[src/logic/pecnt_defines.svh]
/*
 * constant names for the error counter and 10 Mb/s control register group.
 * assumes: included by bare name from logic files; holds definitions only.
 */
`ifndef PECNT_DEFINES_SVH
`define PECNT_DEFINES_SVH

// ****************************************
// register indices
// ****************************************
`define PECNT_IDX_RX_ERR 5'h13
`define PECNT_IDX_FALSE_CARRIER 5'h14
`define PECNT_IDX_LINK_DROP 5'h15
`define PECNT_IDX_TEN_CTRL 5'h16
`define PECNT_IDX_EXT_CTRL1 5'h17
`define PECNT_IDX_IRQ_STATUS 5'h1C
`define PECNT_IDX_IRQ_MASK 5'h1D

// ****************************************
// field positions
// ****************************************
`define PECNT_BIT_LINK_INT_DIS 15
`define PECNT_BIT_JABBER_DIS 14
`define PECNT_BIT_ECHO_DIS 13
`define PECNT_BIT_SQE_DIS 12
`define PECNT_SQUELCH_HI 11
`define PECNT_SQUELCH_LO 10
`define PECNT_CRS_SEL_HI 2
`define PECNT_CRS_SEL_LO 1
`define PECNT_BIT_FAR_LOOP 3
`define PECNT_CNT_W 8
`define PECNT_ADDR_W 5
`define PECNT_DATA_W 16
`define PECNT_IRQ_W 3

// ****************************************
// reset values and limits
// ****************************************
`define PECNT_CNT_MAX 8'hFF
`define PECNT_CNT_ONE 8'h01
`define PECNT_CNT_ZERO 8'h00
`define PECNT_TEN_CTRL_RST 16'h3000
`define PECNT_TEN_CTRL_WMASK 16'hFC06
`define PECNT_EXT_CTRL1_WMASK 16'h0008
`define PECNT_IRQ_ZERO 3'h0

`endif

[src/logic/pecnt_pkg.sv]
/*
 * types for the error counter and 10 Mb/s control register group.
 * assumes: compiled before the modules that use it.
 */
package pecnt_pkg;

    typedef enum logic [1:0] {
        PECNT_SQ_NOMINAL = 2'h0,
        PECNT_SQ_REDUCED = 2'h1,
        PECNT_SQ_RAISED = 2'h2,
        PECNT_SQ_RESERVED = 2'h3
    } pecnt_squelch_t;

    typedef enum logic [1:0] {
        PECNT_CRS_RX_OR_TXHD = 2'h0,
        PECNT_CRS_ANY_HD = 2'h1,
        PECNT_CRS_RX = 2'h2,
        PECNT_CRS_RX_HD = 2'h3
    } pecnt_crs_sel_t;

    typedef enum logic [2:0] {
        PECNT_ST_IDLE = 3'h1,
        PECNT_ST_READ = 3'h2,
        PECNT_ST_WRITE = 3'h4
    } pecnt_bus_st_t;

endpackage

[src/logic/pecnt_sat_counter.sv]
/*
 * saturating event counter that clears when read.
 * assumes: single clock; event and clear are synchronous pulses.
 */
`include "pecnt_defines.svh"
`timescale 1ns/100ps
`default_nettype none

module pecnt_sat_counter #(
    parameter int WIDTH = `PECNT_CNT_W
) (
    // clock and reset
    input wire logic mclk,
    input wire logic rst,
    input wire logic clk_en,
    // control
    input wire logic count_event,
    input wire logic clear,
    // state
    output logic [WIDTH-1:0] count
);

    logic [WIDTH-1:0] count_reg;
    logic [WIDTH-1:0] count_next;
    wire at_max = (count_reg == {WIDTH{1'b1}});
    wire [WIDTH-1:0] count_inc = count_reg + {{(WIDTH-1){1'b0}}, 1'b1};

    // read clear with coincident event leaves one
    assign count_next = clear ? {{(WIDTH-1){1'b0}}, count_event}
        : (count_event && !at_max) ? count_inc : count_reg;

    always_ff @(posedge mclk or posedge rst)
    begin
        if (rst)
            count_reg <= '0;
        else if (clk_en)
            count_reg <= count_next;
    end

    assign count = count_reg;

    property p_saturate;
        @(posedge mclk) disable iff (rst)
        (clk_en && at_max && !clear) |=> at_max;
    endproperty
    a_saturate: assert property (p_saturate)
        else $error("counter left its saturated value");

    property p_clear_keeps_event;
        @(posedge mclk) disable iff (rst)
        (clk_en && clear) |=> (count_reg == {{(WIDTH-1){1'b0}},
            $past(count_event)});
    endproperty
    a_clear_keeps_event: assert property (p_clear_keeps_event)
        else $error("clear did not leave event count");

endmodule

`default_nettype wire

[src/logic/pecnt_sync2.sv]
/*
 * two flip-flop synchroniser for a bundle of level inputs.
 * assumes: inputs are asynchronous to mclk.
 */
`timescale 1ns/100ps
`default_nettype none

module pecnt_sync2 #(
    parameter int WIDTH = 8
) (
    // clock and reset
    input wire logic mclk,
    input wire logic rst,
    input wire logic clk_en,
    // data
    input wire logic [WIDTH-1:0] async_in,
    output logic [WIDTH-1:0] sync_out
);

    logic [WIDTH-1:0] meta_reg;
    logic [WIDTH-1:0] sync_reg;

    always_ff @(posedge mclk or posedge rst)
    begin
        if (rst)
        begin
            meta_reg <= '0;
            sync_reg <= '0;
        end
        else if (clk_en)
        begin
            meta_reg <= async_in;
            sync_reg <= meta_reg;
        end
    end

    assign sync_out = sync_reg;

endmodule

`default_nettype wire

[src/logic/pecnt_top.sv]
/*
 * PHY error counters, 10 Mb/s extended control and far-end loopback enable,
 * with a small interrupt status/mask pair for the counted events.
 * assumes: PHY core status arrives as asynchronous levels/toggles on pins;
 * management master uses the plain strobe port on mclk.
 */
// Contract
// - An 8-bit receive error count grows on 100M/1000M receive errors only while that link is up.
// - An 8-bit false carrier count grows on 100M/1000M false carriers only while that link is up.
// - Each count sticks at 255 and a read returns it then zeroes it, or leaves 1 if an event lands in the read cycle.
// - An 8-bit link drop count grows each time the copper link goes down at any speed.
// - Control bit 15 set disables the 10M link-integrity machine; resets to 0.
// - Control bit 14 set disables 10M jabber detection; resets to 0.
// - Control bit 13 set disables 10M echo; resets to 1.
// - Control bit 12 set disables the 10M SQE test; resets to 1.
// - Control bits 11:10 pick the squelch threshold, 00 nominal 01 reduced 10 raised 11 reserved.
// - Control bits 2:1 choose how carrier sense is derived from receive, transmit and duplex.
// - Extended control bit 3 enables far-end loopback, resets to 0, other bits read-only.
`include "pecnt_defines.svh"
`timescale 1ns/100ps
`default_nettype none

module pecnt_top (
    // clock and reset
    input wire logic mclk,
    input wire logic rst,
    input wire logic clk_en,
    // register port
    input wire logic [`PECNT_ADDR_W-1:0] reg_addr,
    input wire logic [`PECNT_DATA_W-1:0] reg_wdata,
    input wire logic reg_wr,
    input wire logic reg_rd,
    output logic [`PECNT_DATA_W-1:0] reg_rdata,
    // phy core status, asynchronous
    input wire logic rx_err_toggle,
    input wire logic false_carrier_toggle,
    input wire logic link_up_100,
    input wire logic link_up_1000,
    input wire logic link_up_any,
    input wire logic receiving,
    input wire logic transmitting,
    input wire logic full_duplex_flag,
    // control to phy core
    output logic link_integrity_dis,
    output logic jabber_dis,
    output logic echo_dis,
    output logic sqe_test_dis,
    output logic [1:0] squelch_sel,
    output logic carrier_sense,
    output logic far_end_loopback,
    // interrupt
    output logic irq
);

    // ****************************************
    // input synchronisers
    // ****************************************
    localparam int NSYNC = 8;
    logic [NSYNC-1:0] sync_bus;

    pecnt_sync2 #(
        .WIDTH(NSYNC)
    ) u_sync (
        .mclk(mclk),
        .rst(rst),
        .clk_en(clk_en),
        .async_in({rx_err_toggle, false_carrier_toggle, link_up_100,
            link_up_1000, link_up_any, receiving, transmitting,
            full_duplex_flag}),
        .sync_out(sync_bus)
    );

    wire s_rx_err_t = sync_bus[7];
    wire s_fc_t = sync_bus[6];
    wire s_up_100 = sync_bus[5];
    wire s_up_1000 = sync_bus[4];
    wire s_up_any = sync_bus[3];
    wire s_rxing = sync_bus[2];
    wire s_txing = sync_bus[1];
    wire s_fdx = sync_bus[0];

    // ****************************************
    // event detection
    // ****************************************
    logic rx_err_t_reg;
    logic fc_t_reg;
    logic up_any_reg;
    // marks sync and edge flops filled with real pin levels
    localparam int WARM = 3;
    logic [WARM-1:0] warm_reg;

    always_ff @(posedge mclk or posedge rst)
    begin
        if (rst)
        begin
            rx_err_t_reg <= 1'b0;
            fc_t_reg <= 1'b0;
            up_any_reg <= 1'b0;
            warm_reg <= '0;
        end
        else if (clk_en)
        begin
            rx_err_t_reg <= s_rx_err_t;
            fc_t_reg <= s_fc_t;
            up_any_reg <= s_up_any;
            warm_reg <= {warm_reg[WARM-2:0], 1'b1};
        end
    end

    wire fast_link_up = s_up_100 | s_up_1000;
    // toggle pin left high over reset is no event
    wire armed = warm_reg[WARM-1];
    wire ev_gate = fast_link_up & armed;
    wire rx_err_ev = (s_rx_err_t ^ rx_err_t_reg) & ev_gate;
    wire fc_ev = (s_fc_t ^ fc_t_reg) & ev_gate;
    wire drop_ev = up_any_reg & ~s_up_any;

    // ****************************************
    // address decode
    // ****************************************
    wire hit_rxe = (reg_addr == `PECNT_IDX_RX_ERR);
    wire hit_fc = (reg_addr == `PECNT_IDX_FALSE_CARRIER);
    wire hit_drop = (reg_addr == `PECNT_IDX_LINK_DROP);
    wire hit_ten = (reg_addr == `PECNT_IDX_TEN_CTRL);
    wire hit_ext = (reg_addr == `PECNT_IDX_EXT_CTRL1);
    wire hit_ist = (reg_addr == `PECNT_IDX_IRQ_STATUS);
    wire hit_imk = (reg_addr == `PECNT_IDX_IRQ_MASK);

    // ****************************************
    // counters
    // ****************************************
    logic [`PECNT_CNT_W-1:0] rxe_cnt;
    logic [`PECNT_CNT_W-1:0] fc_cnt;
    logic [`PECNT_CNT_W-1:0] drop_cnt;

    pecnt_sat_counter #(
        .WIDTH(`PECNT_CNT_W)
    ) u_rxe_cnt (
        .mclk(mclk),
        .rst(rst),
        .clk_en(clk_en),
        .count_event(rx_err_ev),
        .clear(reg_rd && hit_rxe),
        .count(rxe_cnt)
    );

    pecnt_sat_counter #(
        .WIDTH(`PECNT_CNT_W)
    ) u_fc_cnt (
        .mclk(mclk),
        .rst(rst),
        .clk_en(clk_en),
        .count_event(fc_ev),
        .clear(reg_rd && hit_fc),
        .count(fc_cnt)
    );

    pecnt_sat_counter #(
        .WIDTH(`PECNT_CNT_W)
    ) u_drop_cnt (
        .mclk(mclk),
        .rst(rst),
        .clk_en(clk_en),
        .count_event(drop_ev),
        .clear(reg_rd && hit_drop),
        .count(drop_cnt)
    );

    // ****************************************
    // control registers
    // ****************************************
    logic [`PECNT_DATA_W-1:0] ten_ctrl_reg;
    logic [`PECNT_DATA_W-1:0] ext_ctrl_reg;
    logic [`PECNT_IRQ_W-1:0] irq_stat_reg;
    logic [`PECNT_IRQ_W-1:0] irq_mask_reg;

    // only documented writable fields take writes
    wire [`PECNT_DATA_W-1:0] ten_ctrl_next =
        reg_wdata & `PECNT_TEN_CTRL_WMASK;
    wire [`PECNT_DATA_W-1:0] ext_ctrl_next =
        reg_wdata & `PECNT_EXT_CTRL1_WMASK;

    wire [`PECNT_IRQ_W-1:0] irq_events = {drop_ev, fc_ev, rx_err_ev};
    wire [`PECNT_IRQ_W-1:0] irq_w1c =
        (reg_wr && hit_ist) ? reg_wdata[`PECNT_IRQ_W-1:0] : `PECNT_IRQ_ZERO;
    // set wins over a coincident clear
    wire [`PECNT_IRQ_W-1:0] irq_stat_next =
        (irq_stat_reg & ~irq_w1c) | irq_events;

    always_ff @(posedge mclk or posedge rst)
    begin
        if (rst)
        begin
            ten_ctrl_reg <= `PECNT_TEN_CTRL_RST;
            ext_ctrl_reg <= '0;
            irq_stat_reg <= `PECNT_IRQ_ZERO;
            irq_mask_reg <= `PECNT_IRQ_ZERO;
        end
        else if (clk_en)
        begin
            if (reg_wr && hit_ten)
                ten_ctrl_reg <= ten_ctrl_next;
            if (reg_wr && hit_ext)
                ext_ctrl_reg <= ext_ctrl_next;
            if (reg_wr && hit_imk)
                irq_mask_reg <= reg_wdata[`PECNT_IRQ_W-1:0];
            irq_stat_reg <= irq_stat_next;
        end
    end

    // ****************************************
    // carrier sense derivation
    // ****************************************
    logic crs_next;
    pecnt_pkg::pecnt_crs_sel_t crs_sel;

    assign crs_sel = pecnt_pkg::pecnt_crs_sel_t'(
        ten_ctrl_reg[`PECNT_CRS_SEL_HI:`PECNT_CRS_SEL_LO]);

    always_comb
    begin
        case (crs_sel)
            pecnt_pkg::PECNT_CRS_RX_OR_TXHD:
                crs_next = s_rxing | (s_txing & ~s_fdx);
            pecnt_pkg::PECNT_CRS_ANY_HD:
                crs_next = (s_rxing | s_txing) & ~s_fdx;
            pecnt_pkg::PECNT_CRS_RX:
                crs_next = s_rxing;
            pecnt_pkg::PECNT_CRS_RX_HD:
                crs_next = s_rxing & ~s_fdx;
            default:
                crs_next = s_rxing;
        endcase
    end

    // ****************************************
    // read mux
    // ****************************************
    wire [`PECNT_DATA_W-1:0] cnt_pad = '0;
    wire [`PECNT_DATA_W-1:0] rd_mux =
        hit_rxe ? {cnt_pad[15:8], rxe_cnt} :
        hit_fc ? {cnt_pad[15:8], fc_cnt} :
        hit_drop ? {cnt_pad[15:8], drop_cnt} :
        hit_ten ? ten_ctrl_reg :
        hit_ext ? ext_ctrl_reg :
        hit_ist ? {cnt_pad[15:3], irq_stat_reg} :
        hit_imk ? {cnt_pad[15:3], irq_mask_reg} : cnt_pad;

    // ****************************************
    // output registers
    // ****************************************
    always_ff @(posedge mclk or posedge rst)
    begin
        if (rst)
        begin
            reg_rdata <= '0;
            link_integrity_dis <= 1'b0;
            jabber_dis <= 1'b0;
            echo_dis <= 1'b1;
            sqe_test_dis <= 1'b1;
            squelch_sel <= 2'h0;
            carrier_sense <= 1'b0;
            far_end_loopback <= 1'b0;
            irq <= 1'b0;
        end
        else if (clk_en)
        begin
            reg_rdata <= reg_rd ? rd_mux : '0;
            link_integrity_dis <= ten_ctrl_reg[`PECNT_BIT_LINK_INT_DIS];
            jabber_dis <= ten_ctrl_reg[`PECNT_BIT_JABBER_DIS];
            echo_dis <= ten_ctrl_reg[`PECNT_BIT_ECHO_DIS];
            sqe_test_dis <= ten_ctrl_reg[`PECNT_BIT_SQE_DIS];
            squelch_sel <=
                ten_ctrl_reg[`PECNT_SQUELCH_HI:`PECNT_SQUELCH_LO];
            carrier_sense <= crs_next;
            far_end_loopback <= ext_ctrl_reg[`PECNT_BIT_FAR_LOOP];
            irq <= |(irq_stat_next & irq_mask_reg);
        end
    end

    // ****************************************
    // checks
    // ****************************************
    property p_rxe_needs_link;
        @(posedge mclk) disable iff (rst)
        (clk_en && !fast_link_up && !(reg_rd && hit_rxe))
            |=> (rxe_cnt == $past(rxe_cnt));
    endproperty
    a_rxe_needs_link: assert property (p_rxe_needs_link)
        else $error("rx error count moved with link down");

    property p_fc_needs_link;
        @(posedge mclk) disable iff (rst)
        (clk_en && !fast_link_up && !(reg_rd && hit_fc))
            |=> (fc_cnt == $past(fc_cnt));
    endproperty
    a_fc_needs_link: assert property (p_fc_needs_link)
        else $error("false carrier count moved with link down");

    property p_read_returns;
        @(posedge mclk) disable iff (rst)
        (clk_en && reg_rd && hit_drop) |=> (reg_rdata[7:0] == $past(drop_cnt));
    endproperty
    a_read_returns: assert property (p_read_returns)
        else $error("counter read returned wrong value");

    property p_drop_counts;
        @(posedge mclk) disable iff (rst)
        (clk_en && drop_ev && !reg_rd && drop_cnt != `PECNT_CNT_MAX)
            |=> (drop_cnt == $past(drop_cnt) + `PECNT_CNT_ONE);
    endproperty
    a_drop_counts: assert property (p_drop_counts)
        else $error("link drop not counted");

    property p_ten_ctrl_out;
        @(posedge mclk) disable iff (rst)
        (clk_en && reg_wr && hit_ten) ##1 clk_en |=>
            (jabber_dis == $past(reg_wdata[14], 2)
            && link_integrity_dis == $past(reg_wdata[15], 2));
    endproperty
    a_ten_ctrl_out: assert property (p_ten_ctrl_out)
        else $error("10M control outputs wrong after write");

    property p_reserved_zero;
        @(posedge mclk) disable iff (rst)
        (clk_en && reg_rd && hit_ext) |=>
            (reg_rdata[15:4] == 12'h000 && reg_rdata[2:0] == 3'h0);
    endproperty
    a_reserved_zero: assert property (p_reserved_zero)
        else $error("reserved bits read nonzero");

    property p_sq_dis_reset;
        @(posedge mclk) $fell(rst) |-> (echo_dis && sqe_test_dis);
    endproperty
    a_sq_dis_reset: assert property (p_sq_dis_reset)
        else $error("echo or sqe disable not set after reset");

    property p_crs_rx;
        @(posedge mclk) disable iff (rst)
        (clk_en && crs_sel == pecnt_pkg::PECNT_CRS_RX) |=>
            (!clk_en || carrier_sense == $past(s_rxing));
    endproperty
    a_crs_rx: assert property (p_crs_rx)
        else $error("carrier sense not following receive");

    property p_squelch;
        @(posedge mclk) disable iff (rst)
        clk_en |=> (!clk_en || squelch_sel == $past(ten_ctrl_reg[11:10]));
    endproperty
    a_squelch: assert property (p_squelch)
        else $error("squelch select not from control");

endmodule

`default_nettype wire

[config.mk]
export PLATFORM = sky130hd
export DESIGN_NAME = pecnt_top
export DESIGN_NICKNAME = d
export VERILOG_FILES = /design/src/logic/pecnt_pkg.sv /design/src/logic/pecnt_sat_counter.sv /design/src/logic/pecnt_sync2.sv /design/src/logic/pecnt_top.sv
export VERILOG_INCLUDE_DIRS = /design/src /design/src/logic
export SDC_FILE = /design/constraint.sdc
export NUM_CORES = 1
export LEC_CHECK = 0
export ABC_AREA = 1
export ABC_CLOCK_PERIOD_IN_PS = 1200
export BUFFER_PORTS_ARGS = -buffer_cell sky130_fd_sc_hd__buf_2
export CAP_MARGIN = 20
export CORE_UTILIZATION = 52
export DETAILED_ROUTE_END_ITERATION = 10
export PLACE_DENSITY = 0.76
export REMOVE_ABC_BUFFERS = 1
export SKIP_LAST_GASP = 1
export SYNTH_ARGS = -nofsm -noshare
export SYNTH_HDL_FRONTEND = slang
export SYNTH_HIERARCHICAL = 1
export SYNTH_SLANG_ARGS = --single-unit
[constraint.sdc]
create_clock -name mclk -period 1.2 [get_ports mclk]
set_input_delay 0.18 -clock mclk [delete_from_list [all_inputs] [get_ports mclk]]
set_output_delay 0.18 -clock mclk [all_outputs]
set_load 0.05 [all_outputs]
# After elaboration in Yosys (flattened, before gate mapping)

Cells that the tools add are included.

Bits in registers: 86
Bits of input ports: 34
Output and inout port bits: 25
Logic and storage cells: 96

Add/subtract/negate cells: 3
Equality and inequality tests: 13
Mux-type cells: 16
Bitwise gates (word level): 18
Reductions and logical operators: 24

Operator list:

| operator              | number |
|---|---|
| $mux W16              | 5 |
| $mux W8               | 6 |
| $eq A5 B5 Y1 const B  | 7 |
| $add A8 B1 Y8 const B | 3 |
| $eq A8 B8 Y1 const B  | 3 |
| $reduce_and A2 Y1     | 6 |
| $logic_and A1 B1 Y1   | 10 |
| $mux W3               | 3 |
| $and A1 B1 Y1         | 7 |
| $and A3 B3 Y3         | 2 |
| $reduce_bool A2 Y1    | 3 |
| $eq A2 B2 Y1 const B  | 2 |
| $mux W4               | 1 |
| $pmux W1 S4           | 1 |
| $logic_not A1 Y1      | 3 |
| $not A3 Y3            | 1 |
| $or A1 B1 Y1          | 3 |
| $or A3 B3 Y3          | 1 |
| $reduce_or A3 Y1      | 1 |
| $eq A2 B1 Y1 const B  | 1 |
| $logic_not A2 Y1      | 1 |
| $not A1 Y1            | 2 |
| $xor A1 B1 Y1         | 2 |

# Longest topological paths before layout

Gate-level depths: netlist (run 1).

Depth in word-level cells: 9
Depth in mapped cells: 10
Depth with buffers taken out: 10

# Modules after synthesis

Netlist (run 1), hierarchy kept.

By module, submodules not included:

| module            | times used | cells an instance | area each (µm²) | seq. area each (µm²) |
|---|---|---|---|---|
| pecnt_top         | 1          | 266               | 2143.3          | 1106.1 |
| pecnt_sat_counter | 3          | 80                | 523.0           | 200.2 |
| pecnt_sync2       | 1          | 69                | 675.6           | 400.4 |

# Least setup slack after synthesis (run 1)

No wires, ideal clock.

Path kind: input port to flip-flop
From: input port reg_addr[3]
To: register u_drop_cnt.count_reg[4] (netlist: u_drop_cnt/count[4])
Setup time: 65 ps
Data arrival time: 1445 ps
Required time: 1135 ps
Path slack: -310 ps
Stages: 7
Buffers on the path: 0
Cell sequence: inv_1 nand2_1 nor4_1 inv_2 a21oi_1 nand2_1 nand2_1

Cells in the longest elaborated chain, start to end: 4
Elaborated cells on any way between the ends: 5
Classes of those cells: eq/ne (1); mux (1); reduce/logical (3)

Ends and longest elaborated chain:

| element                      | line                    | text |
|---|---|---|
| start, declared              | pecnt_top.sv:29         | `` input wire logic [`PECNT_ADDR_W-1:0] reg_addr, `` |
| $eq A5 B5 Y1 (no line) *     | -                       |  |
| $logic_and A1 B1 Y1 *        | pecnt_top.sv:165        | `.clear(reg_rd && hit_drop),` |
| $reduce_bool A2 Y1 (no line) | -                       |  |
| $reduce_and A2 Y1 (no line)  | -                       |  |
| end signal, assigned         | pecnt_sat_counter.sv:37 | `count_reg <= count_next;` |
| end, declared                | pecnt_sat_counter.sv:23 | `logic [WIDTH-1:0] count_reg;` |

Mark *: on every way between the ends. The rest lies on a longest branch, timed or not.
A chain may end at the register's enable or synchronous reset.

# Final worst setup path (run 1)

From: register fc_t_reg
To: register u_fc_cnt.count_reg[0] (netlist: u_fc_cnt/count[0])

Cells in the longest elaborated chain, start to end: 5
Elaborated cells on any way between the ends: 6
Classes of those cells: mux (1); bitwise (2); reduce/logical (3)

Ends and longest elaborated chain:

| element                      | line                    | text |
|---|---|---|
| start, declared              | pecnt_top.sv:86         | `logic fc_t_reg;` |
| start signal, assigned       | pecnt_top.sv:104        | `fc_t_reg <= s_fc_t;` |
| $xor A1 B1 Y1 *              | pecnt_top.sv:115        | `wire fc_ev = (s_fc_t ^ fc_t_reg) & ev_gate;` |
| $and A1 B1 Y1 *              | pecnt_top.sv:115        |  |
| net fc_ev                    | pecnt_top.sv:115        |  |
| $logic_and A1 B1 Y1          | pecnt_sat_counter.sv:30 | `: (count_event && !at_max) ? count_inc : count_reg;` |
| $reduce_bool A2 Y1 (no line) | -                       |  |
| $reduce_and A2 Y1 (no line)  | -                       |  |
| end signal, assigned         | pecnt_sat_counter.sv:37 |  |
| end, declared                | pecnt_sat_counter.sv:23 |  |

Mark *: on every way through the listed nets, which the timed path passes. The rest lies on a longest branch.

==> results.md, run 1 <==
Outcome:
- The flow ran to the end, but the final reports show violations.
- The final reports fail on negative setup slack.

Synthesis:
- Of the synthesized area, sequential elements account for 0.480.
- Of the total synthesized cell area, the portion taken by full adders, half adders and majority gates is 0.00855.
- Of the total synthesized cell area, the portion taken by XOR and XNOR cells is 0.00399.
- The largest area contributor in the synthesized netlist is sky130_fd_sc_hd__dfrtp_1.
- The summed instance area of the synthesized netlist is 4390 um2.
- The fraction of synthesized area in multiplexers is 0.00257.
- The average instance in the mapped netlist occupies between 7 and 8 um2.
- Of the post-synthesis cell area, the dominant cell type holds 0.456.
- The main combinational cell family by area after synthesis is simple AND/OR/NAND/NOR gates.
- The commonest cells after synthesis are sky130_fd_sc_hd__nand2_1, sky130_fd_sc_hd__dfrtp_1, sky130_fd_sc_hd__nor2_1.
- The synthesized design contains 0 enable-type register cells.
- The synthesized netlist contains 38 unique library cells.
- The compound-cell area share of the yosys netlist is 0.0764.
- The synthesized flop and latch total is 84.
- The count of mapped cells out of synthesis is 575.
- For this run, asynchronously set or reset flops after synthesis account for 1.00.
- The primary flip-flop cell chosen by synthesis mapping is sky130_fd_sc_hd__dfrtp_1.
- Of the total synthesized cell area, the portion taken by AND, OR, NAND and NOR gates is 0.357.
- The Yosys step of the flow raised 6 warnings.
- The most repeated cell in the gate-level netlist after synthesis is sky130_fd_sc_hd__nand2_1.
- In the post-synthesis netlist, the biggest area contributors are sky130_fd_sc_hd__dfrtp_1, sky130_fd_sc_hd__nand2_1, sky130_fd_sc_hd__nor2_1.

Timing:
- The minimum period implied by the final worst setup slack is 1.35 ns.
- Setup slack on the critical path of the routed design comes to -0.146 ns.
- Based on the critical path, the design can be clocked at up to 743 MHz.
- Setup violations remaining at the end of the flow were counted as 27.
- The post-route setup TNS is -3.17 ns.
- The final-report hold violation count is 0.
- The final max-slew violation count is 0.
- Dividing the final minimum period by the clock period gives 1.12.
- Clock skew on the completed layout was measured at 0.0185 ns.
- Setup repair after global routing could not meet its margin everywhere.

Critical path:
- The worst path required time is 1.45 ns.
- The critical path ends at u_fc_cnt/count[0].
- For this run, the slowest stage of the critical path takes a little over 0.4 ns.
- The endpoint identified for the worst register-to-register timing path is u_fc_cnt/count[0].
- The critical register-to-register path startpoint is fc_t_reg.
- The length in cells of the worst reg-to-reg path is 8.
- The worst-case register-to-register setup slack is -0.15 ns.
- The worst path arrival time is 1.60 ns.
- The startpoint of the worst setup timing path is fc_t_reg.
- The kind of end point of the critical path is a flip-flop.
- The largest fanout on the critical path is 8.
- The path type of the worst setup path is reg -> reg.
- The slowest library cell on the worst path is sky130_fd_sc_hd__dfrtp_1.
- The launching element type of the critical path is a flip-flop.
- Walking the worst path, the cells encountered are xor2_1 -> nand2_2 -> inv_2 -> nand2_4 -> nand2_8 -> nand2_8 -> nand2_1 -> nand2_1.

Power and ir drop:
- The peak supply drop is 569 uV.
- Of the total power, the share spent switching nets is 0.358.
- The clock group share of total power is 0.248.
- Summed over all cells, the static leakage comes to 3.07 nW.
- The power per cell area is 1340 nW/um2.
- The combinational fraction of design power is 0.303.
- The internal power is 5.06 mW.
- The switching component of the power is 2.82 mW.
- Overall power consumption after layout is estimated at about 8 mW.
- Of the total power, registers draw 0.449.

Die:
- The I/O pin total is 59.
- The total number of placement rows is 33.
- The die width is 93.9 um.
- The vertical die dimension is 93.9 um.
- The initial core utilization is 0.537.
- The die footprint is 8810 um2.
- The core region is 8180 um2.

Detailed routing:
- The detailed-router iteration count before antenna repair is 4.
- The detailed-route wire length is between 10000 and 15000 um.
- The first routing iteration left 203 violations.
- The number of antenna-violating nets in the routed design is 0.
- The detailed router placed 4252 vias in this run.
- In the final routed layout, each cell accounts on average for 13.8 um.
- The detailed-route DRC error count is 0.
- The via count normalized by instance count is 5.15.

Final layout:
- The repair_antennas step left the layout with diodes totalling 0.
- The register containing the most flip-flops in the final layout is reg_rdata.
- The fraction of layout cells with a size suffix above 1 is 0.342.
- The register with the most flip-flops in the layout has 14 of them.
- Compared with the post-synthesis result, the final layout area differs by 33.7%.
- For this run, the post-layout net count is roughly 750.

CTS:
- The clock tree root buffer cell is sky130_fd_sc_hd__clkbuf_8.
- TritonCTS built the clock tree.
- The number of H-tree levels is 3.
- The clock net in this run drives a total of 84 sinks.
- After clock tree synthesis, the clock-pin slew on the worst setup and hold paths is roughly 0.10 ns.
- The source-to-sink clock delay at the later pin of the worst-skew pair is 0.37 ns.
- The maximum clock path buffer count is 2.
- The total CTS buffers is 9.

GRT:
- The number of global-route vias before repair is 3946.
- The sum of overflow across all layers after global routing is 0.
- The number of antenna violations at the first check in global routing is 0.
- The pin count of the biggest net entering global routing is 29.
- The first-pass GRT wire length is 17900 um.
- In the global route stage, overall resource usage came out at 0.261.

Place:
- The final weighted congestion in routability-driven placement is 0.855.
- The number of I/O port buffers is 50.
- The HPWL after detailed placement is ~8000 um.

Run:
- The count of maximum capacitance violations is 0.

Hold path:
- The classification of the worst-slack hold path is in -> reg.
## worst max-delay path: cells and delay by family, from the launching register on
kind,cells,cell delay [ns]
and+or+nand+nor,6,0.48
DFF,1,0.41
xor gates and xnor gates,1,0.23
buffers and inverters,1,0.11
## cell families (layout without fill, tap and decap cells)
kind of cell | after synthesis | in the layout
AOI/OAI and AO/OA | 62 | 62
xor gates and xnor gates | 2 | 2
adders and majority gates | 3 | 3
buffers and inverters | 65 | 209
DFF | 84 | 84
muxes | 1 | 1
other | 1 | 2
and+or+nand+nor | 357 | 357
## area by class of cell
| class | instances | area (um2) |
|---|---|---|
| fillers | 609 | 2310 |
| multi-input cells | 427 | 2190 |
| flip-flops and latches | 84 | 2110 |
| repair buffers | 140 | 1040 |
| inverters | 53 | 206 |
| well taps | 105 | 131 |
| clock buffers | 10 | 128 |
| clock inverters | 6 | 55.1 |
## per-stage QoR
step           std cells  cell area, um2  utilization  hold WS, ns  worst slack, ns
2_1_floorplan        564            4290            -     -0.00434           -0.310
3_3_place_gp         800            5330        0.652        0.171           -0.220
3_5_place_dp         800            5330        0.652        0.181           -0.248
4_1_cts              821            5630        0.689      0.00449           -0.126
5_1_grt              825            5870        0.717       0.0114           -0.207
6_report             825            5870        0.717       0.0164           -0.146
## power by group through the flow
stage / logic (mW) / registers, mW / clock network, mW
after floorplan: 0.944 / 3.70 / 0
after global placement: 1.96 / 3.52 / 0
after detailed placement: 2.04 / 3.53 / 0
after CTS: 2.15 / 3.49 / 1.97
after global routing: 2.64 / 3.58 / 2.12
final: 2.39 / 3.54 / 1.95
## placed cells by master (no fill, tap or decap), drive strengths merged
cell and count:
nand2 255, buf 123, dfrtp 80, nor2 61, inv 55, o21ai 31, clkbuf 23, nand3 20
a21oi 18, a31oi 8, nor3 8, nand3b 5, nand4 5, dfstp 4, dlygate4sd3 4, clkinv 4
o21a 3, ha 3, xor2 2, conb 2, or2 1, a32o 1, o211ai 1, nor4 1
mux2 1, or3b 1
## layer usage
metal	wire, um	global-route usage	vias up
li1	-	-	2092
met3	605	0.0494	33
met2	5600	0.434	154
met1	4790	0.333	1973
met4	352	0.108	0
met5	0	0	-
## how the worst min path moves through the flow
| stage | end | cells after the start | start |
|---|---|---|---|
| 4_1_cts | u_sync/meta_reg[3] | 3 | link_up_any |
| 5_1_grt | u_sync/meta_reg[3] | 3 | link_up_any |
| 3_3_place_gp | reg_rdata[7] | 2 | rst |
| 6_report | u_sync/meta_reg[5] | 3 | link_up_100 |
| 3_5_place_dp | reg_rdata[7] | 2 | rst |
| 2_1_floorplan | u_drop_cnt/count[0] | 1 | rst |
## what timing repair did
item,CTS,global route
hold buffers,4,0
resized for setup,24,57
pin swaps,14,25
endpoints found under the hold margin,49,0
setup endpoints to repair,28,40
buffers inserted,2,4
Note: power is estimated with default switching activity, not from simulation.
==> run 2, diff against run 1 <==
ABC_AREA = unset   (was 1)
SLEW_MARGIN = 30   (was unset)
==> run 2 against run 1 <==
Against the previous run: the run still ends with negative setup slack left; sequential cell count unchanged; synthesized area decreased by 2.5%; total power increased by 20%; register-to-register slack got worse by 0.12 ns; die area decreased by 2.5%; non-clock buffer count increased by 14.
==> results.md, run 2 <==
Critical path:
- The largest fanout on the critical path is 4 (was 8).
- The path type of the worst setup path is reg -> reg (unchanged).
- The kind of end point of the critical path is a flip-flop (unchanged).
- The worst path required time is 1.44 ns (was 1.45 ns).
- The worst path arrival time was 1.71 ns (was 1.60 ns).
- The launching element type of the critical path is a flip-flop (unchanged).

Power and ir drop:
- The leakage dissipation is 2.75 nW (was 3.07 nW).
- The relative contribution of sequential cells to total power was 0.404 (was 0.449).
- The clock group share of total power is 0.202 (was 0.248).
- The power per cell area is 1580 nW/um2 (was 1340 nW/um2).
- The internal power came to 5.99 mW (was 5.06 mW).
- The net switching share of the total power is 0.369 (was 0.358).
- The switching component of the power is 3.50 mW (was 2.82 mW).
- The peak supply drop is 1070 uV (was 569 uV).
- The combinational fraction of design power came to 0.394 (was 0.303).

Die:
- The total core area is 7850 um2 (was 8180 um2).
- The vertical die dimension was 92.7 um (was 93.9 um).
- The die width is 92.7 um (was 93.9 um).
- The total number of placement rows was 32 (was 33).
- The I/O pin total is 59 (unchanged).
- The initial core utilization came to 0.545 (was 0.537).
- The die footprint is 8590 um2 (was 8810 um2).

GRT:
- The all-layer global routing usage is 0.281 (was 0.261).
- The pin count of the biggest net entering global routing is 30 (was 29).
- The sum of overflow across all layers after global routing came to 0 (unchanged).
- The number of global-route vias before repair is 3754 (was 3946).
- The number of antenna violations at the first check in global routing is 0 (unchanged).
- The first-pass GRT wire length is 18500 um (was 17900 um).

CTS:
- The total CTS buffers is 9 (unchanged).
- The source-to-sink clock delay at the later pin of the worst-skew pair was 0.36 ns (was 0.37 ns).
- The maximum clock path buffer count is 2 (unchanged).
- The clock tree root buffer cell is sky130_fd_sc_hd__clkbuf_8 (unchanged).
- The TritonCTS clock tree is done (unchanged).
- The number of H-tree levels is 3 (unchanged).
- The clock transition at the register clock pins on the worst setup and hold paths after CTS was 0.10 ns (about the same).
- The clock net sink count was 84 (unchanged).

Synthesis:
- The fraction of post-synthesis cell area in the top cell type by area was 0.468 (was 0.456).
- The simple-gate area share of the yosys netlist is 0.143 (was 0.357).
- The count of mapped cells out of synthesis was 390 (was 575).
- Commonest cells in the synthesized netlist: sky130_fd_sc_hd__dfrtp_1, sky130_fd_sc_hd__mux2_2, sky130_fd_sc_hd__nand2_1 (was sky130_fd_sc_hd__nand2_1, sky130_fd_sc_hd__dfrtp_1, sky130_fd_sc_hd__nor2_1).
- The primary flip-flop cell chosen by synthesis mapping was sky130_fd_sc_hd__dfrtp_1 (unchanged).
- The main combinational cell family by area after synthesis is compound AO/OA/AOI/OAI gates (was simple AND/OR/NAND/NOR gates).
- Cell types occupying the most area after synthesis: sky130_fd_sc_hd__dfrtp_1, sky130_fd_sc_hd__mux2_2, sky130_fd_sc_hd__mux2_4 (was sky130_fd_sc_hd__dfrtp_1, sky130_fd_sc_hd__nand2_1, sky130_fd_sc_hd__nor2_1).
- The post-synthesis average cell area was 11.0 um2 (was 7.63 um2).
- The largest area contributor in the synthesized netlist is sky130_fd_sc_hd__dfrtp_1 (unchanged).
- The most repeated cell in the gate-level netlist after synthesis is sky130_fd_sc_hd__dfrtp_1 (was sky130_fd_sc_hd__nand2_1).
- The share of synthesized cell area in full adder, half adder and majority cells is 0.00878 (was 0.00855).
- The fraction of synthesized area in multiplexers is 0.129 (was 0.00257).
- The summed instance area of the synthesized netlist is 4280 um2 (was 4390 um2).
- The synthesized flop and latch total came to 84 (unchanged).
- The post-synthesis sequential area ratio is 0.493 (was 0.480).
- The post-synthesis share of cell area spent on xor and xnor gates is 0.00410 (was 0.00399).
- The number of distinct library cells after synthesis was 59 (was 38).
- The share of flip-flops with an asynchronous set or reset is 1.00 (unchanged).
- The total number of yosys warnings was 6 (unchanged).
- The compound-cell area share of the yosys netlist is 0.179 (was 0.0764).
- The count of flip-flops with a built-in enable after synthesis is 0 (unchanged).

Final layout:
- The number of inserted diodes is 0 (unchanged).
- The final layout net count is 579 (was 752).
- The post-synthesis to final-layout area growth is 40.2% (was 33.7%).
- The number of flip-flops in the largest register was 14 (unchanged).
- The register containing the most flip-flops in the final layout is reg_rdata (unchanged).
- The register area came to 2110 um2 (unchanged).
- The area of combinational cells with multiple inputs came to 2330 um2 (was 2190 um2).
- The area of all placed cells without fillers was 5990 um2 (was 5870 um2).
- The filler cell count is 534 (was 609).
- Commonest cells after routing, fill and taps aside: sky130_fd_sc_hd__buf_4, sky130_fd_sc_hd__dfrtp_1, sky130_fd_sc_hd__buf_2 (was sky130_fd_sc_hd__nand2_1, sky130_fd_sc_hd__buf_4, sky130_fd_sc_hd__dfrtp_1).
- The leading cell type in the layout, fill and taps excluded is sky130_fd_sc_hd__buf_4 (was sky130_fd_sc_hd__nand2_1).
- The fraction of layout cells with a size suffix above 1 is 0.516 (was 0.342).

Timing:
- The maximum achievable frequency is 681 MHz (was 743 MHz).
- Unrepaired setup endpoints after global routing: true (unchanged).
- The minimum period implied by the final worst setup slack came to 1.47 ns (was 1.35 ns).
- The final-report hold violation count came to 0 (unchanged).
- The final max-slew violation count is 0 (unchanged).
- The slack of the critical path is -0.268 ns (was -0.146 ns).
- The final worst-path cycle share was 1.22 (was 1.12).
- The total setup violations reported at the end of the flow is 31 (was 27).
- The post-route clock skew is 0.0130 ns (was 0.0185 ns).

Run:
- The count of maximum capacitance violations came to 0 (unchanged).

Detailed routing:
- The detailed-router iteration count before antenna repair came to 5 (was 4).
- The via count normalized by instance count was 5.82 (was 5.15).
- The detailed-route DRC error count is 0 (unchanged).
- The number of antenna-violating nets in the routed design is 0 (unchanged).
- The detailed-route wire length is 11500 um (was 11300 um).
- The via count of the routed design is 3778 (was 4252).
- The wire length per cell was 17.7 um (was 13.8 um).
- The number of DRC violations after detailed-routing iteration 0 was 205 (was 203).

Place:
- The number of I/O port buffers is 50 (unchanged).
- The HPWL after detailed placement is 7960 um (was 7890 um).
- The final weighted congestion in routability-driven placement is 0.901 (was 0.855).
- The worst-case setup slack after placement is -0.406 ns (was -0.248 ns).
- The instance area at placement is 5300 um2 (was 5330 um2).

Hold path:
- The classification of the worst-slack hold path is in -> reg (unchanged).

Outcome:
- Outcome: finished with violations (unchanged).
- Violations in the final reports: negative setup slack (unchanged).
[run 2: routing by layer]
layer / track usage / vias to the layer above / part of all wire
li1: - / 1746 / -
met1: 0.362 / 1889 / 0.43
met2: 0.467 / 121 / 0.51
met3: 0.0583 / 22 / 0.045
met4: 0.110 / 0 / 0.020
met5: 0 / - / 0
[run 2: power by group through the flow]
stage	clock network, mW	logic [mW]	registers, mW
2_1_floorplan	0	1.23	4.03
3_3_place_gp	0	2.78	3.72
3_5_place_dp	0	2.87	3.75
4_1_cts	1.94	3.34	3.77
5_1_grt	2.07	4.00	3.90
6_report	1.92	3.74	3.83
[run 2: worst paths after layout]
path                                    start            endpoint  slack [ns]  cells after the start
hold reg to reg                   warm_reg[0]         warm_reg[0]        0.47                      1
max in group asynchronous                 rst  link_integrity_dis        0.31                      4
min in group asynchronous                 rst  u_rxe_cnt/count[5]        0.39                      3
setup reg to reg           u_sync/sync_out[5]  u_rxe_cnt/count[1]       -0.27                      6
setup / recovery           u_sync/sync_out[5]  u_rxe_cnt/count[1]       -0.27                      6
hold / removal                  reg_wdata[13]    ten_ctrl_reg[13]        0.04                      2
[run 2: critical path, stage by stage, from the launching register on]
cell and delay (ns):
sky130_fd_sc_hd__dfrtp_1 0.43, sky130_fd_sc_hd__o21ai_4 0.25, sky130_fd_sc_hd__nor2_4 0.08, sky130_fd_sc_hd__and2_4 0.19
sky130_fd_sc_hd__buf_6 0.13, sky130_fd_sc_hd__a32oi_2 0.17, sky130_fd_sc_hd__o22ai_1 0.12
[run 2: per-stage QoR]
step	hold slack, ns	setup TNS [ns]	std cells	utilization	total power, mW
3_3_place_gp	0.220	-11.94	623	0.675	6.51
3_5_place_dp	0.229	-14.03	623	0.675	6.62
4_1_cts	0.0379	-3.35	644	0.736	9.06
5_1_grt	0.0291	-5.68	649	0.764	9.97
2_1_floorplan	-0.00434	-4.57	377	-	5.26
6_report	0.0439	-3.96	649	0.764	9.49
[run 2: timing repair]
action,CTS,global route
hold buffers,1,0
setup endpoints to repair,34,48
pin swaps,25,22
buffers inserted,4,5
gates cloned,0,0
endpoints found under the hold margin,51,0
gates resized for setup,71,44
[run 2: area by class of cell]
class | instances | area share
multi-input cells | 269 | 0.388
well taps | 102 | 0.0213
inverters | 24 | 0.0150
clock inverters | 6 | 0.00751
flip-flops and latches | 84 | 0.352
repair buffers | 154 | 0.193
clock buffers | 10 | 0.0230
[run 2: cell families after synthesis]
kind of cell / count (synthesis)
fa+ha+maj: 3
other cells: 1
buf+inv: 38
simple gates: 106
mux: 46
compound gates: 110
flops: 84
xor+xnor: 2
==> run 3, diff against run 2 <==
ABC_CLOCK_PERIOD_IN_PS = 1800   (was 1200)
CORE_UTILIZATION = 60   (was 52)
PLACE_DENSITY = 0.83   (was 0.76)
clock period = 1.8 ns   (was 1.2 ns; I/O delays follow)
==> run 3 against run 2 <==
Against the previous run: the run now ends clean; routed wire length decreased by 18%; via count down 13%; non-clock buffer count decreased by 86; total power shrank 45%; sequential share of layout area is 7.6 points higher; cell area down 18%; die area fell by 13%; final cell count is 14% lower; largest power group unchanged; setup slack better by 0.40 ns; critical path type unchanged; register-to-register slack gained 0.40 ns; clock skew about the same.
==> results.md, run 3 (synthesis results as in run 2) <==
Power and ir drop:
- The peak supply drop is 763 uV (was 1070 uV).
- The leakage dissipation is 2.23 nW (was 2.75 nW).
- The power per cell area is 1060 nW/um2 (was 1580 nW/um2).
- The final total power is 5.22 mW (was 9.49 mW).

Final layout:
- The fraction of layout cells with a size suffix above 1 is 0.317 (was 0.516).
- The number of flip-flops in the largest register is 14 (unchanged).
- The final instance count without filler cells came to 556 (was 649).
- The final cell utilization of the core is 0.720 (was 0.764).
- The register area is 2110 um2 (about the same).
- The filler cell count was 506 (was 534).
- The number of inserted diodes is 0 (unchanged).
- Commonest cells after routing, fill and taps aside: sky130_fd_sc_hd__dfrtp_1, sky130_fd_sc_hd__buf_2, sky130_fd_sc_hd__mux2_2 (was sky130_fd_sc_hd__buf_4, sky130_fd_sc_hd__dfrtp_1, sky130_fd_sc_hd__buf_2).
- The register containing the most flip-flops in the final layout is reg_rdata (unchanged).
- The area of combinational cells with multiple inputs is 2000 um2 (was 2330 um2).
- The final layout net count came to 493 (was 579).
- The leading cell type in the layout, fill and taps excluded was sky130_fd_sc_hd__dfrtp_1 (was sky130_fd_sc_hd__buf_4).
- The post-synthesis to final-layout area growth is 15.0% (was 40.2%).

Timing:
- The worst hold margin came to 0.142 ns (was 0.0439 ns).
- The final max-slew violation count is 0 (unchanged).
- The transition time of the tightest slew-check pin is between 0.6 and 0.7 ns.
- The worst relative slew slack is 0.585.
- The total setup violations reported at the end of the flow came to 0 (was 31).
- The final worst-path cycle share is 0.929 (was 1.22).
- The post-route setup TNS is 0 ns (was -3.96 ns).
- Unrepaired setup endpoints after global routing: true (unchanged).
- The post-route clock skew is 0.0130 ns (about the same).
- The final-report hold violation count is 0 (unchanged).
- The maximum achievable frequency is 598 MHz (was 681 MHz).
- The minimum period implied by the final worst setup slack is 1.67 ns (was 1.47 ns).

Detailed routing:
- The detailed-router iteration count before antenna repair is 4 (was 5).
- The number of antenna-violating nets in the routed design is 0 (unchanged).
- The detailed-route wire length is 9420 um (was 11500 um).
- The wire length per cell is 16.9 um (was 17.7 um).
- The number of DRC violations after detailed-routing iteration 0 was 229 (was 205).
- The detailed-route DRC error count is 0 (unchanged).
- The via count of the routed design is 3291 (was 3778).
- The via count normalized by instance count is 5.92 (was 5.82).

GRT:
- The number of antenna violations at the first check in global routing came to 0 (unchanged).
- The sum of overflow across all layers after global routing is 0 (unchanged).
- The number of global-route vias before repair is 3253 (was 3754).
- The pin count of the biggest net entering global routing is 44 (was 30).
- The first-pass GRT wire length is 15600 um (was 18500 um).
- The all-layer global routing usage is 0.272 (was 0.281).

Critical path:
- The worst path arrival time came to 1.90 ns (was 1.71 ns).
- The path type of the worst setup path is reg -> reg (unchanged).
- The kind of end point of the critical path is a flip-flop (unchanged).
- The launching element type of the critical path is a flip-flop (unchanged).
- The worst path required time is 2.03 ns (was 1.44 ns).
- The largest fanout on the critical path was 7 (was 4).

CTS:
- The clock net sink count is 84 (unchanged).
- The number of H-tree levels is 3 (unchanged).
- The clock tree root buffer cell is sky130_fd_sc_hd__clkbuf_8 (unchanged).
- The maximum clock path buffer count is 2 (unchanged).
- The source-to-sink clock delay at the later pin of the worst-skew pair was 0.36 ns (about the same).
- The clock transition at the register clock pins on the worst setup and hold paths after CTS is 0.08 ns (was 0.10 ns).
- The TritonCTS clock tree was done (unchanged).
- The total CTS buffers is 9 (unchanged).

Die:
- The total core area is 6830 um2 (was 7850 um2).
- The I/O pin total is 59 (unchanged).
- The die width is 86.4 um (was 92.7 um).
- The die footprint is 7470 um2 (was 8590 um2).
- The total number of placement rows is 30 (was 32).
- The initial core utilization came to 0.626 (was 0.545).
- The vertical die dimension is 86.4 um (was 92.7 um).

Place:
- The final weighted congestion in routability-driven placement is 0.930 (was 0.901).
- The placed cell count is 539 (was 623).
- The HPWL after detailed placement came to 6920 um (was 7960 um).
- The number of I/O port buffers is 50 (unchanged).

Hold path:
- The classification of the worst-slack hold path is in -> reg (unchanged).

Outcome:
- Outcome: finished, final reports clean (was finished with violations).

Run:
- The count of maximum capacitance violations was 0 (unchanged).
[run 3: changes by cell type in the layout (fill, tap and decap cells not counted), moves of 7 or more]
cell	before	now
sky130_fd_sc_hd__buf_4	91	15
sky130_fd_sc_hd__clkbuf_4	11	0
sky130_fd_sc_hd__nand2_1	19	26
sky130_fd_sc_hd__o21ai_1	12	0
sky130_fd_sc_hd__buf_2	35	50
sky130_fd_sc_hd__o21ai_0	12	25
sky130_fd_sc_hd__buf_6	12	0
[run 3: layer usage]
layer	vias up	track usage	part of all wire	wire length, um
li1	1573	-	-	-
met1	1614	0.360	0.45	4190
met2	92	0.442	0.49	4640
met3	12	0.0743	0.053	499
met4	0	0.0788	0.0092	87
met5	-	0	0	0
[run 3: metrics by stage]
| step | setup WS [ns] | instance area, um2 |
|---|---|---|
| 2_1_floorplan | 0.313 | 4190 |
| 3_3_place_gp | 0.133 | 4700 |
| 3_5_place_dp | 0.0603 | 4700 |
| 4_1_cts | 0.0557 | 4900 |
| 5_1_grt | -0.0176 | 4920 |
| 6_report | 0.128 | 4920 |
[run 3: power breakdown]
part,switching (mW),internal [mW]
registers,0.403,2.21
logic,0.780,0.563
clock network,0.692,0.579
total,1.88,3.35
[run 3: worst paths after layout]
path | endpoint | start | depth (start not counted) | slack, ns
setup / recovery | u_rxe_cnt/count[5] | u_sync/sync_out[4] | 6 | 0.13
hold / removal | u_sync/meta_reg[3] | link_up_any | 2 | 0.14
setup reg to reg | u_rxe_cnt/count[5] | u_sync/sync_out[4] | 6 | 0.13
hold reg to reg | warm_reg[0] | warm_reg[0] | 1 | 0.47
max in group asynchronous | ten_ctrl_reg[12] | rst | 4 | 0.73
min in group asynchronous | up_any_reg | rst | 3 | 0.36
[run 3: worst max-delay path, stage by stage (launching register included)]
cell                      delay [ns]
sky130_fd_sc_hd__dfrtp_1        0.39
sky130_fd_sc_hd__o21ai_0        0.37
sky130_fd_sc_hd__nor2_1         0.13
sky130_fd_sc_hd__and2_1         0.24
sky130_fd_sc_hd__a41o_2         0.30
sky130_fd_sc_hd__nand2_1        0.07
sky130_fd_sc_hd__a31oi_1        0.04
[run 3: cell type report]
cell class / instances / area share
inverter: 24 / 0.0183
multi-input combinational: 269 / 0.407
tap: 96 / 0.0244
clock inverter: 4 / 0.00687
timing repair buffer: 68 / 0.0839
clock buffer: 11 / 0.0308
sequential: 84 / 0.428
[run 3: what timing repair did]
| item | CTS | global route |
|---|---|---|
| endpoints found under the hold margin | 25 | 0 |
| setup buffers | 0 | 1 |
| gates resized for setup | 0 | 4 |
| hold buffers | 1 | 0 |
| endpoints found under the setup margin | 0 | 4 |
